File: src/design/hpg_pkg.sv
// Package for the high ports GPIO block: addresses, reset values, field positions
// What this block does
// With memory interface on high ports, software keeps low-port select at zero.
// During an off-chip data move, the memory interface drives pins, ignoring latches.
// Memory activity keeps output modes; external reads release the data-bus drivers.
// Mode bits 7 and 6 pick push-pull or open-drain for port 7 nibbles.
// Mode bits 5 and 4 pick push-pull or open-drain for port 6 nibbles.
// Mode bits 3 and 2 pick push-pull or open-drain for port 5 nibbles.
// Mode bits 1 and 0 pick push-pull or open-drain for port 4 nibbles.
// Output-mode register resets to zero, all open-drain, at address b5.
// Latch zero drives low; one drives high in push-pull, else undriven.
// Data register reads return live pin levels, not the latch.
// All four data latches reset to all ones at their own addresses.
// Port 4 pins 7, 6, 5 carry write strobe, read strobe, address latch.
// Port 5 carries upper address byte in non-multiplexed mode.
// Port 6 carries upper address multiplexed, lower address non-multiplexed.
// Port 7 carries address/data multiplexed, data non-multiplexed.
// A pin driving low has its weak pull-up switched off.
// For input use, software sets open-drain and writes one to the bit.
// Writes land on the completing clock edge; reads see synchronised pins.
package hpg_pkg;
  localparam logic [7:0] HPG_ADDR_PORT4 = 8'h84;
  localparam logic [7:0] HPG_ADDR_PORT5 = 8'h85;
  localparam logic [7:0] HPG_ADDR_PORT6 = 8'h86;
  localparam logic [7:0] HPG_ADDR_PORT7 = 8'h96;
  localparam logic [7:0] HPG_ADDR_MODE = 8'hb5;
  localparam logic [7:0] HPG_LATCH_RST = 8'hff;
  localparam logic [7:0] HPG_MODE_RST  = 8'h00;
  localparam int         HPG_WR_BIT    = 7;
  localparam int         HPG_RD_BIT    = 6;
  localparam int         HPG_ALE_BIT   = 5;
endpackage

File: src/design/hpg_gpio.sv
// High ports 4 to 7 GPIO with external memory interface override
`timescale 1ns/1ns
`default_nettype none
module hpg_gpio
  import hpg_pkg::*;
(
  input  wire logic        clk,
  input  wire logic        nrst,
  input  wire logic [7:0]  sfr_addr,
  input  wire logic        sfr_wr,
  input  wire logic        sfr_rd,
  input  wire logic [7:0]  sfr_wdata,
  output logic      [7:0]  sfr_rdata,
  output logic             sfr_hit,
  input  wire logic        mem_on_high,
  input  wire logic        mem_active,
  input  wire logic        mem_read,
  input  wire logic        mem_muxed,
  input  wire logic        mem_wr_n,
  input  wire logic        mem_rd_n,
  input  wire logic        mem_ale,
  input  wire logic [15:0] mem_addr,
  input  wire logic [7:0]  mem_wdata,
  input  wire logic [31:0] pin_in,
  output logic      [31:0] pin_out,
  output logic      [31:0] pin_oe,
  output logic      [31:0] pin_pullup_en,
  input  wire logic        weak_pullup_dis
);
  logic [7:0]  latch_r [4];
  logic [7:0]  mode_r;
  logic [31:0] sync1_r;
  logic [31:0] sync2_r;
  logic [31:0] latch_flat;
  logic [31:0] mem_val;
  logic [31:0] mem_own;
  logic [31:0] pp_mask;
  logic [31:0] out_val;
  logic [31:0] drive;
  logic [7:0]  port_addr [4];
  logic [3:0]  port_hit;
  logic        mode_hit;
  logic        mem_go;
  logic        data_bus_rd;

  assign port_addr[0] = HPG_ADDR_PORT4;
  assign port_addr[1] = HPG_ADDR_PORT5;
  assign port_addr[2] = HPG_ADDR_PORT6;
  assign port_addr[3] = HPG_ADDR_PORT7;
  assign mode_hit = (sfr_addr == HPG_ADDR_MODE);
  assign mem_go   = mem_on_high && mem_active;

  genvar g;
  generate
    for (g = 0; g < 4; g++) begin : g_port
      assign port_hit[g]             = (sfr_addr == port_addr[g]);
      assign latch_flat[g*8 +: 8]    = latch_r[g];
      // nibble mode bits
      assign pp_mask[g*8 +: 4]       = {4{mode_r[2*g]}};
      assign pp_mask[g*8+4 +: 4]     = {4{mode_r[2*g+1]}};
      // write on completing edge
      always_ff @(posedge clk) begin
        if (!nrst) begin
          // latches reset high
          latch_r[g] <= HPG_LATCH_RST;
        end else if (sfr_wr && port_hit[g]) begin
          latch_r[g] <= sfr_wdata;
        end
      end
    end
  endgenerate

  // mode register reset
  always_ff @(posedge clk) begin
    if (!nrst) begin
      mode_r <= HPG_MODE_RST;
    end else if (sfr_wr && mode_hit) begin
      mode_r <= sfr_wdata;
    end
  end

  // two-stage pin synchroniser
  // Only the second stage is read, the first may still be settling
  always_ff @(posedge clk) begin
    if (!nrst) begin
      sync1_r <= '1;
      sync2_r <= '1;
    end else begin
      sync1_r <= pin_in;
      sync2_r <= sync1_r;
    end
  end

  // memory interface pin values
  assign mem_val[4:0]        = latch_r[0][4:0];
  assign mem_val[HPG_WR_BIT]  = mem_wr_n;
  assign mem_val[HPG_RD_BIT]  = mem_rd_n;
  assign mem_val[HPG_ALE_BIT] = mem_ale;
  assign mem_val[15:8]       = mem_muxed ? latch_r[1] : mem_addr[15:8];
  assign mem_val[23:16]      = mem_muxed ? mem_addr[15:8] : mem_addr[7:0];
  assign mem_val[31:24]      = (mem_muxed && mem_ale) ? mem_addr[7:0] : mem_wdata;
  // Port 5 is spare in multiplexed mode; port 4 low pins always stay GPIO
  assign mem_own = {8'hff, 8'hff, {8{!mem_muxed}}, 8'he0};

  // memory interface overrides latches
  assign out_val = mem_go ? ((mem_val & mem_own) | (latch_flat & ~mem_own)) : latch_flat;
  // data phase of an external read
  assign data_bus_rd = mem_go && mem_read && !(mem_muxed && mem_ale);
  // low drives, high drives only in push-pull; R3 keeps modes
  assign drive = ~out_val | (out_val & pp_mask);
  always_comb begin
    pin_out = out_val;
    pin_oe  = drive;
    // external read releases data bus
    if (data_bus_rd) begin
      pin_oe[31:24] = 8'h00;
    end
  end
  // pull-up off on pins driven low
  assign pin_pullup_en = ~(pin_oe & ~pin_out) & {32{!weak_pullup_dis}};

  // reads return pin levels
  always_comb begin
    sfr_rdata = 8'h00;
    sfr_hit   = mode_hit | (|port_hit);
    if (mode_hit) begin
      sfr_rdata = mode_r;
    end
    for (int i = 0; i < 4; i++) begin
      if (port_hit[i]) begin
        sfr_rdata = sync2_r[i*8 +: 8];
      end
    end
  end

  // Read data is combinational on the address, so the strobe is not needed
  logic unused_rd;
  assign unused_rd = sfr_rd;

  // mode register resets to zero
  mode_reset_a: assert property (@(posedge clk)
    !nrst
    |=> mode_r == HPG_MODE_RST)
    else $error("mode register not cleared by reset");
  // port 7 latch resets to ones
  latch_reset_a: assert property (@(posedge clk)
    !nrst
    |=> latch_r[3] == HPG_LATCH_RST)
    else $error("port latch not set by reset");
  // port 4 latch reset
  port4_reset_a: assert property (@(posedge clk)
    !nrst
    |=> latch_r[0] == HPG_LATCH_RST)
    else $error("port 4 latch not set by reset");

  // write lands next edge
  latch_write_a: assert property (@(posedge clk) disable iff (!nrst)
    sfr_wr && sfr_addr == HPG_ADDR_PORT5
    |=> latch_r[1] == $past(sfr_wdata))
    else $error("port 5 write not stored");
  // port 4 write
  port4_write_a: assert property (@(posedge clk) disable iff (!nrst)
    sfr_wr && sfr_addr == HPG_ADDR_PORT4
    |=> latch_r[0] == $past(sfr_wdata))
    else $error("port 4 write not stored");
  // port 7 write
  port7_write_a: assert property (@(posedge clk) disable iff (!nrst)
    sfr_wr && sfr_addr == HPG_ADDR_PORT7
    |=> latch_r[3] == $past(sfr_wdata))
    else $error("port 7 write not stored");
  // mode register write
  mode_write_a: assert property (@(posedge clk) disable iff (!nrst)
    sfr_wr && sfr_addr == HPG_ADDR_MODE
    |=> mode_r == $past(sfr_wdata))
    else $error("mode register write not stored");

  // read returns synced pin
  pin_read_a: assert property (@(posedge clk) disable iff (!nrst)
    sfr_addr == HPG_ADDR_PORT4
    |-> sfr_rdata == $past(pin_in[7:0], 2))
    else $error("port 4 read not pin level");
  // port 5 read
  port5_read_a: assert property (@(posedge clk) disable iff (!nrst)
    sfr_addr == HPG_ADDR_PORT5
    |-> sfr_rdata == $past(pin_in[15:8], 2))
    else $error("port 5 read not pin level");
  // port 7 read
  port7_read_a: assert property (@(posedge clk) disable iff (!nrst)
    sfr_addr == HPG_ADDR_PORT7
    |-> sfr_rdata == $past(pin_in[31:24], 2))
    else $error("port 7 read not pin level");
  // mode register reads back
  mode_read_a: assert property (@(posedge clk) disable iff (!nrst)
    sfr_addr == HPG_ADDR_MODE
    |-> sfr_hit && sfr_rdata == mode_r)
    else $error("mode register read wrong");
  // unmapped address reads zero
  miss_read_a: assert property (@(posedge clk) disable iff (!nrst)
    !sfr_hit
    |-> sfr_rdata == 8'h00)
    else $error("unmapped read not zero");

  // open-drain one not driven
  od_release_a: assert property (@(posedge clk) disable iff (!nrst)
    !mem_go && !mode_r[6] && latch_r[3][0]
    |-> !pin_oe[24])
    else $error("open-drain high pin driven");
  // latch zero drives low
  low_drive_a: assert property (@(posedge clk) disable iff (!nrst)
    !mem_go && !latch_r[0][7]
    |-> pin_oe[7] && !pin_out[7])
    else $error("latch zero not driven low");

  // port 4 low nibble mode
  port4_low_mode_a: assert property (@(posedge clk) disable iff (!nrst)
    !mem_go && mode_r[0]
    |-> pin_oe[3:0] == 4'hf)
    else $error("port 4 low nibble not push-pull");
  // port 4 high nibble mode
  port4_high_mode_a: assert property (@(posedge clk) disable iff (!nrst)
    !mem_go && mode_r[1]
    |-> pin_oe[7:4] == 4'hf)
    else $error("port 4 high nibble not push-pull");
  // port 5 low nibble mode
  port5_low_mode_a: assert property (@(posedge clk) disable iff (!nrst)
    !mem_go && mode_r[2]
    |-> pin_oe[11:8] == 4'hf)
    else $error("port 5 low nibble not push-pull");
  // port 5 high nibble mode
  port5_high_mode_a: assert property (@(posedge clk) disable iff (!nrst)
    !mem_go && mode_r[3]
    |-> pin_oe[15:12] == 4'hf)
    else $error("port 5 high nibble not push-pull");
  // port 6 low nibble mode
  port6_low_mode_a: assert property (@(posedge clk) disable iff (!nrst)
    !mem_go && mode_r[4]
    |-> pin_oe[19:16] == 4'hf)
    else $error("port 6 low nibble not push-pull");
  // port 6 high nibble mode
  port6_high_mode_a: assert property (@(posedge clk) disable iff (!nrst)
    !mem_go && mode_r[5]
    |-> pin_oe[23:20] == 4'hf)
    else $error("port 6 high nibble not push-pull");
  // port 7 low nibble mode
  port7_low_mode_a: assert property (@(posedge clk) disable iff (!nrst)
    !mem_go && mode_r[6]
    |-> pin_oe[27:24] == 4'hf)
    else $error("port 7 low nibble not push-pull");
  // port 7 high nibble mode
  port7_high_mode_a: assert property (@(posedge clk) disable iff (!nrst)
    !mem_go && mode_r[7]
    |-> pin_oe[31:28] == 4'hf)
    else $error("port 7 high nibble not push-pull");

  // write strobe follows interface
  wr_strobe_a: assert property (@(posedge clk) disable iff (!nrst)
    mem_go
    |-> pin_out[HPG_WR_BIT] == mem_wr_n)
    else $error("write strobe not from memory interface");
  // read strobe follows interface
  rd_strobe_a: assert property (@(posedge clk) disable iff (!nrst)
    mem_go
    |-> pin_out[HPG_RD_BIT] == mem_rd_n)
    else $error("read strobe not from memory interface");
  // address latch strobe
  ale_strobe_a: assert property (@(posedge clk) disable iff (!nrst)
    mem_go
    |-> pin_out[HPG_ALE_BIT] == mem_ale)
    else $error("address latch strobe not from memory interface");
  // port 5 upper address
  port5_addr_a: assert property (@(posedge clk) disable iff (!nrst)
    mem_go && !mem_muxed
    |-> pin_out[15:8] == mem_addr[15:8])
    else $error("port 5 not upper address");
  // port 6 multiplexed address
  port6_mux_a: assert property (@(posedge clk) disable iff (!nrst)
    mem_go && mem_muxed
    |-> pin_out[23:16] == mem_addr[15:8])
    else $error("port 6 not upper address");
  // port 6 non-multiplexed address
  port6_demux_a: assert property (@(posedge clk) disable iff (!nrst)
    mem_go && !mem_muxed
    |-> pin_out[23:16] == mem_addr[7:0])
    else $error("port 6 not lower address");
  // port 7 address phase
  port7_addr_a: assert property (@(posedge clk) disable iff (!nrst)
    mem_go && mem_muxed && mem_ale
    |-> pin_out[31:24] == mem_addr[7:0])
    else $error("port 7 not address in address phase");
  // port 7 data phase
  port7_data_a: assert property (@(posedge clk) disable iff (!nrst)
    mem_go && !mem_ale
    |-> pin_out[31:24] == mem_wdata)
    else $error("port 7 not data in data phase");

  // read releases data bus
  rd_release_a: assert property (@(posedge clk) disable iff (!nrst)
    mem_go && mem_read && !mem_muxed
    |-> pin_oe[31:24] == 8'h00)
    else $error("data bus driven during external read");
  // interface leaves modes alone
  mode_kept_a: assert property (@(posedge clk) disable iff (!nrst)
    mem_go && !(sfr_wr && mode_hit)
    |=> mode_r == $past(mode_r))
    else $error("output mode changed by memory activity");

  // no pull-up when driving low
  pullup_off_a: assert property (@(posedge clk) disable iff (!nrst)
    pin_oe[16] && !pin_out[16]
    |-> !pin_pullup_en[16])
    else $error("pull-up on while driving low");
  // global pull-up disable
  pullup_dis_a: assert property (@(posedge clk) disable iff (!nrst)
    weak_pullup_dis
    |-> pin_pullup_en == 32'h0)
    else $error("pull-up on while globally disabled");
endmodule
`default_nettype wire

File: config.mk
export PLATFORM = sky130hd
export DESIGN_NAME = hpg_gpio
export DESIGN_NICKNAME = d
export VERILOG_FILES = /design/src/design/hpg_pkg.sv /design/src/design/hpg_gpio.sv
export SDC_FILE = /design/constraint.sdc
export NUM_CORES = 1
export LEC_CHECK = 0
export BUFFER_PORTS_ARGS = -buffer_cell sky130_fd_sc_hd__clkbuf_2
export CAP_MARGIN = 0
export CORE_UTILIZATION = 35
export CTS_CLUSTER_SIZE = 12
export DETAILED_ROUTE_END_ITERATION = 7
export SYNTH_ARGS = -nofsm -noshare
export SYNTH_HDL_FRONTEND = slang
export SYNTH_SLANG_ARGS = --single-unit
export TNS_END_PERCENT = 30
File: constraint.sdc
create_clock -name clk -period 2.1 [get_ports clk]
set_input_delay 0.105 -clock clk [delete_from_list [all_inputs] [get_ports clk]]
set_output_delay 0.105 -clock clk [all_outputs]
set_load 0.005 [all_outputs]
==> flow_summary.toml, run 1 <==
[placed_design]
place.gp.congestion = 0.8562
post-place-ws_ns = 0.3710
io_buffers = 187
hpwl_um = 10440

[die]
die_y_um = 119.4
die_area_um2 = 14250
initial_utilization_pct = 36.12
num_rows = 42
io_pins = 189
fp.coreArea_um2 = 13350
die_w_um = 119.4

[synth]
synth.largest_area_cell = "dfxtp_1"
yosysWarnings = 0
synth_flop_cell = "dfxtp_1"
synth-async-reset-ratio_pct = 0
mappedNetlistArea_um2 = 4821
post-synth-top-count-cell = "nand2b_1"
ys_ff_latch = 104
ys_seq_area_share_pct = 49.83
synth_edf_count = 32
synth_cell_types = 39
synth_fp_nets = 600
syn_inst = 516
synth_top_area_share_pct = 29.90
synth.avg_cell_area_um2 = 9.343
synth_commonest_cells = "nand2b_1 (88), dfxtp_1 (72), nand2_1 (39)"
synth_area_leaders = "dfxtp_1 (30%), edfxtp_1 (20%), nand2b_1 (11%), mux2i_1 (5.6%), o21ai_0 (3.6%)"

[critical_path]
worst-setup-path-type = "flop to primary output"
crit_path_end_kind = "primary output"
cp-start-kind = "flop"
rr_endpoint = "mode_r[5]"
path_max_fanout = 6
r2r_setup_slack_ns = 1.28
worstSetupStartpoint = "mode_r[3]"
rr_worst_depth = 2
reg2reg_from = "mode_r[5]"
crit_end = "sfr_rdata[3]"
worstPathArrival_ns = 1.47
cp.required_ns = 2.00

[timing]
rsz0062_at_grt = "false"
finalClockSkew_ns = 0.003285
tightest_slew_ns = 0.6899
period_needed_ns = 1.580
max_freq_ghz = 0.6331
setup_slack_ns = 0.5204
slew_violations = 0
period_share_pct = 75.22
hold_violations = 0
setup_violations = 0
finalSetupTns_ns = 0
slew_headroom_pct = 54.01

[global_routing]
antenna_found_initial = 0
gr-total-overflow = 0
grt_pass1_vias = 3956
grt_pass1_wl_um = 20870
grt_usage_pct = 19.06
grt_max_degree = 77

[cts]
htreeDepth = 3
cts.path.max_buffers = 2
cts_root_buffer = "clkbuf_16"
cts_tree = "built"
clkSinkCount = 104
post_cts_buffers = 0
clkSlewWorstSetupHoldPaths_ns = 0.07
cts_resized = 0
numCtsBuffers = 9
insertion_delay_ns = 0.34

[power_and_ir_drop]
ir_drop_uv = 455.0
powerDensity_nw_per_um2 = 671.9
leakagePower_nw = 3.006

[layout]
nFillCells = 1298
multiInputGateArea_um2 = 2171
diodes = 0
layout.nets = 807
ff_latch_area_um2 = 2402
drive_gt1_share_pct = 33.24
syn2layout_area_growth_pct = 34.99

[drt]
routed_via_density = 4.596
drc_errors = 0
drtIter0Drc = 299
ant_nets = 0
wirelength_um = 13360
dr.pass1.iters = 5
vias = 4155
detail_route.wl_per_cell_um = 14.78

[hold_path]
hp-class = "primary input to flop"

[run]
max_cap_viol_count = 0

[outcome]
outcome = "complete, no violations"
==> what timing repair did <==
| item | in CTS | in global routing |
|---|---|---|
| endpoints found under the setup margin | 0 | 0 |
| hold buffers | 32 | 0 |
| hold endpoints to repair | 32 | 0 |
==> flip-flops by register name, indices dropped and copies added (netlist names) <==
name / count
sync1_r: 32
mode_r: 8
latch_r: 32
sync2_r: 32
==> per-stage QoR <==
stage          total power, mW  std cells  cell area (um2)  utilization, %  hold slack, ns
5_1_grt                  4.586        904             6507           48.75         0.07654
2_1_floorplan            2.554        516             4821               -          0.2065
6_report                 4.372        904             6507           48.75         0.07745
3_5_place_dp             2.874        856             5917           44.33          0.2877
4_1_cts                  4.426        904             6507           48.75         0.06945
3_3_place_gp             2.865        856             5917           44.33          0.2853
==> worst min-delay path by stage <==
stage,start,end,slack (ns),cells after the start
2_1_floorplan,pin_in[0],sync1_r[0],0.21,1
3_3_place_gp,pin_in[2],sync1_r[2],0.29,2
3_5_place_dp,pin_in[13],sync1_r[13],0.29,2
4_1_cts,sfr_wdata[7],mode_r[7],0.07,3
5_1_grt,sfr_wdata[7],mode_r[7],0.08,3
6_report,sfr_wdata[7],mode_r[7],0.08,3
==> area by class of cell <==
type / instances / area share, %
Clock buffer: 10 / 3.519
Clock inverter: 6 / 0.6345
Inverter: 24 / 1.384
Multi-Input combinational cell: 352 / 33.36
Sequential cell: 104 / 36.92
Tap cell: 176 / 3.384
Timing Repair Buffer: 232 / 20.80
==> cells by family (layout without fill, tap and decap cells) <==
logic type / count (synthesis) / after routing / synth area share (%)
simple gates: 234 / 234 / 27.59
compound gates: 91 / 91 / 11.68
mux: 27 / 27 / 5.606
flops: 104 / 104 / 49.83
buf+inv: 60 / 272 / 5.295
==> layout by cell type, fill, tap and decap left out, types with 3 or more instances in the layout <==
cell	synthesis	layout
a211o_1	8	8
a21boi_0	6	6
a21oi_1	16	16
a22o_1	5	5
a22oi_1	8	8
buf_4	5	13
clkbuf_16	0	9
clkbuf_2	1	187
dfxtp_1	72	72
dlygate4sd3_1	0	32
edfxtp_1	32	32
inv_1	24	24
mux2i_1	27	27
nand2_1	39	39
nand2b_1	88	88
nand3_1	3	3
nor2_1	31	31
nor2b_1	22	22
nor3_1	3	3
o21ai_0	35	35
o22ai_1	8	8
or2_1	8	8
or2_2	20	20
or3_1	8	8
==> critical path: stages, from the launching register on <==
cell      delay (ns)
dfxtp_1         0.50
a22o_1          0.18
a21oi_1         0.06
o22ai_1         0.23
clkbuf_2        0.16
==> where the power goes <==
| group | switching [mW] | total (mW) | internal, mW |
|---|---|---|---|
| clock network | 0.695 | 1.50 | 0.808 |
| logic | 0.351 | 0.688 | 0.338 |
| registers | 0.0256 | 2.18 | 2.16 |
==> metal layers <==
metal | up-vias | share of wire (%) | GRT usage, %
met5 | - | 0 | 0
met4 | 0 | 1.7 | 7.813
met3 | 14 | 5.7 | 3.305
met2 | 149 | 50 | 33.36
met1 | 1861 | 43 | 23.04
li1 | 2131 | - | -
Note: power is estimated with default switching activity, not from simulation.
==> run 2: changes to the inputs <==
ABC_AREA = 1   (was default)
clock period = 1.35 ns   (was 2.1 ns; I/O delays follow)
==> flow_summary.toml, run 2 <==
[outcome]
outcome = "complete, no violations"

[timing]
hold_violations = 0
slew_violations = 0
setup_violations = 0
finalClockSkew_ns = 0.002196
slew_headroom_pct = 66.25
max_freq_ghz = 0.7816
finalSetupTns_ns = 0
period_share_pct = 94.77
period_needed_ns = 1.279
tightest_slew_ns = 0.5062
rsz0062_at_grt = "true"

[layout]
layout_commonest_cell = "nand2_1"
diodes = 0
syn2layout_area_growth_pct = 38.05
final_core_util_pct = 49.54
top_regs = "latch_r: 32 flops, sync1_r: 32 flops, sync2_r: 32 flops"
layout.nets = 904
drive_gt1_share_pct = 38.30
final_cell_mix = "nand2_1 (201), clkbuf_2 (187), dfxtp_1 (71)"
nFillCells = 1325

[synth]
synth.largest_area_cell = "dfxtp_1"
synth_flop_cell = "dfxtp_1"
synth_edf_count = 32
synth-async-reset-ratio_pct = 0
synth.avg_cell_area_um2 = 7.960
yosysWarnings = 0
ys_ff_latch = 104
mappedNetlistArea_um2 = 4752
post-synth-top-count-cell = "nand2_1"
synth_cell_types = 26
syn_inst = 597
synth_top_area_share_pct = 30.33
ys_seq_area_share_pct = 50.55
synth_fp_nets = 681
synth_area_leaders = "dfxtp_1 (30%), edfxtp_1 (20%), nand2_1 (16%), or2_2 (8.4%), inv_1 (4.9%)"
synth_commonest_cells = "nand2_1 (201), dfxtp_1 (72), or2_2 (64)"

[cts]
clkSlewWorstSetupHoldPaths_ns = 0.07
clkSinkCount = 104
cts.path.max_buffers = 2
cts_tree = "built"
numCtsBuffers = 9
cts_root_buffer = "clkbuf_16"
insertion_delay_ns = 0.34
htreeDepth = 3

[drt]
drc_errors = 0
detail_route.wl_per_cell_um = 13.33
wirelength_um = 13340
ant_nets = 0
dr.pass1.iters = 4
drtIter0Drc = 191
vias = 4366
routed_via_density = 4.362

[critical_path]
reg2reg_from = "mode_r[4]"
path_cells = "inv_1 > o211ai_1 > nand2_1 > inv_1 > clkbuf_2"
cp-start-kind = "flop"
crit_path_end_kind = "primary output"
path_max_fanout = 2
rr_endpoint = "mode_r[4]"
worst-setup-path-type = "flop to primary output"
crit_path_max_incr_delay_ns = 0.33
path_buf_inv = 3
cp.required_ns = 1.28
rr_worst_depth = 4
critPathMostFrequentCell = "inv_1"
r2r_setup_slack_ns = 0.54
cpLargestDelayFamily = "flip-flops"
worstPathArrival_ns = 1.21
cpMaxStageDelayCell = "edfxtp_1"

[die]
initial_utilization_pct = 35.88
die_y_um = 118.5
io_pins = 189
fp.coreArea_um2 = 13240
die_area_um2 = 14050
die_w_um = 118.5
num_rows = 42

[hold_path]
hold_end = "mode_r[5]"
hold_depth = 3
hp-class = "primary input to flop"
hp-start = "sfr_wdata[5]"

[power_and_ir_drop]
p_sw_mw = 1.763
pwr-share-clk_pct = 37.5
power_frac_comb_pct = 14.5
seqPwrFrac_pct = 48.0
leakagePower_nw = 3.442
ir_drop_uv = 834.5
powerDensity_nw_per_um2 = 1078
p_int_mw = 5.307
p_sw_share_pct = 24.94

[placed_design]
io_buffers = 187
place.gp.congestion = 0.8405
hpwl_um = 10720

[run]
max_cap_viol_count = 0

[global_routing]
grt_usage_pct = 19.18
grt_pass1_wl_um = 20780
grt_max_degree = 46
grt_pass1_vias = 4196
antenna_found_initial = 0
gr-total-overflow = 0
==> run 2: cell families (layout without fill, tap and decap cells) <==
group	count (synthesis)	after routing	synth area share (%)
and+or+nand+nor	363	363	36.36
DFF	104	104	50.55
buffers and inverters	94	322	8.820
AOI/OAI and AO/OA	36	36	4.265
==> run 2: power by group through the flow <==
| stage | logic [mW] | clock network (mW) | registers (mW) |
|---|---|---|---|
| finish | 1.02 | 2.65 | 3.40 |
| CTS | 1.02 | 2.71 | 3.39 |
| global route | 1.13 | 2.85 | 3.41 |
| detailed placement | 0.935 | 0 | 3.47 |
| global placement | 0.936 | 0 | 3.46 |
| floorplan | 0.479 | 0 | 3.45 |
==> run 2: tightest hold or removal path, delay by kind of cell <==
kind,cells,cell delay (ns)
and+or+nand+nor,2,0.13
buffers and inverters,1,0.11
==> run 2: per-stage QoR <==
step                cells  setup WS (ns)  hold slack, ns  power, mW  cell area, um2
CTS                  1001       0.009288        0.002958      7.128            6533
global placement      948       0.009535          0.2532      4.399            5853
detailed placement    948       -0.01148          0.2550      4.401            5853
floorplan             597        -0.1706          0.1741      3.927            4752
global route         1001       -0.04485         0.01385      7.391            6560
finish               1001        0.07057        0.006725      7.070            6560
==> run 2: what timing repair did <==
item                                    in CTS  in global routing
setup buffers                                0                  0
endpoints found under the setup margin      13                 16
hold buffers                                37                  0
pin swaps                                    0                  1
endpoints found under the hold margin       37                  0
cloned                                       0                  0
resized for setup                            6                 11
==> run 2: cell type report <==
cell class / instances / area [um2] / area share (%)
clock buffer: 9 / 225.2 / 3.433
clock inverter: 7 / 83.83 / 1.278
inverter: 67 / 255.2 / 3.891
multi-input combinational: 399 / 1953 / 29.77
sequential: 104 / 2404 / 36.64
tap: 176 / 220.2 / 3.357
timing repair buffer: 239 / 1419 / 21.63
==> run 2: worst max-delay path by stage <==
stage / start / end / slack [ns] / cells past startpoint
2_1_floorplan: sfr_addr[3] / latch_r[1][0] / -0.17 / 5
3_3_place_gp: sfr_addr[6] / latch_r[3][4] / 0.01 / 7
3_5_place_dp: sfr_addr[6] / latch_r[3][4] / -0.01 / 7
4_1_cts: latch_r[1][2] / pin_oe[10] / 0.009 / 4
5_1_grt: latch_r[3][6] / pin_pullup_en[30] / -0.04 / 5
6_report: latch_r[3][6] / pin_pullup_en[30] / 0.07 / 5
==> run 2: per-layer routing <==
| layer | vias to the layer above | routed length [um] | track usage [%] |
|---|---|---|---|
| met1 | 1896 | 5541 | 22.26 |
| met3 | 17 | 824 | 4.971 |
| li1 | 2280 | - | - |
| met2 | 173 | 6728 | 34.47 |
| met5 | - | 0 | 0 |
| met4 | 0 | 250 | 5.538 |
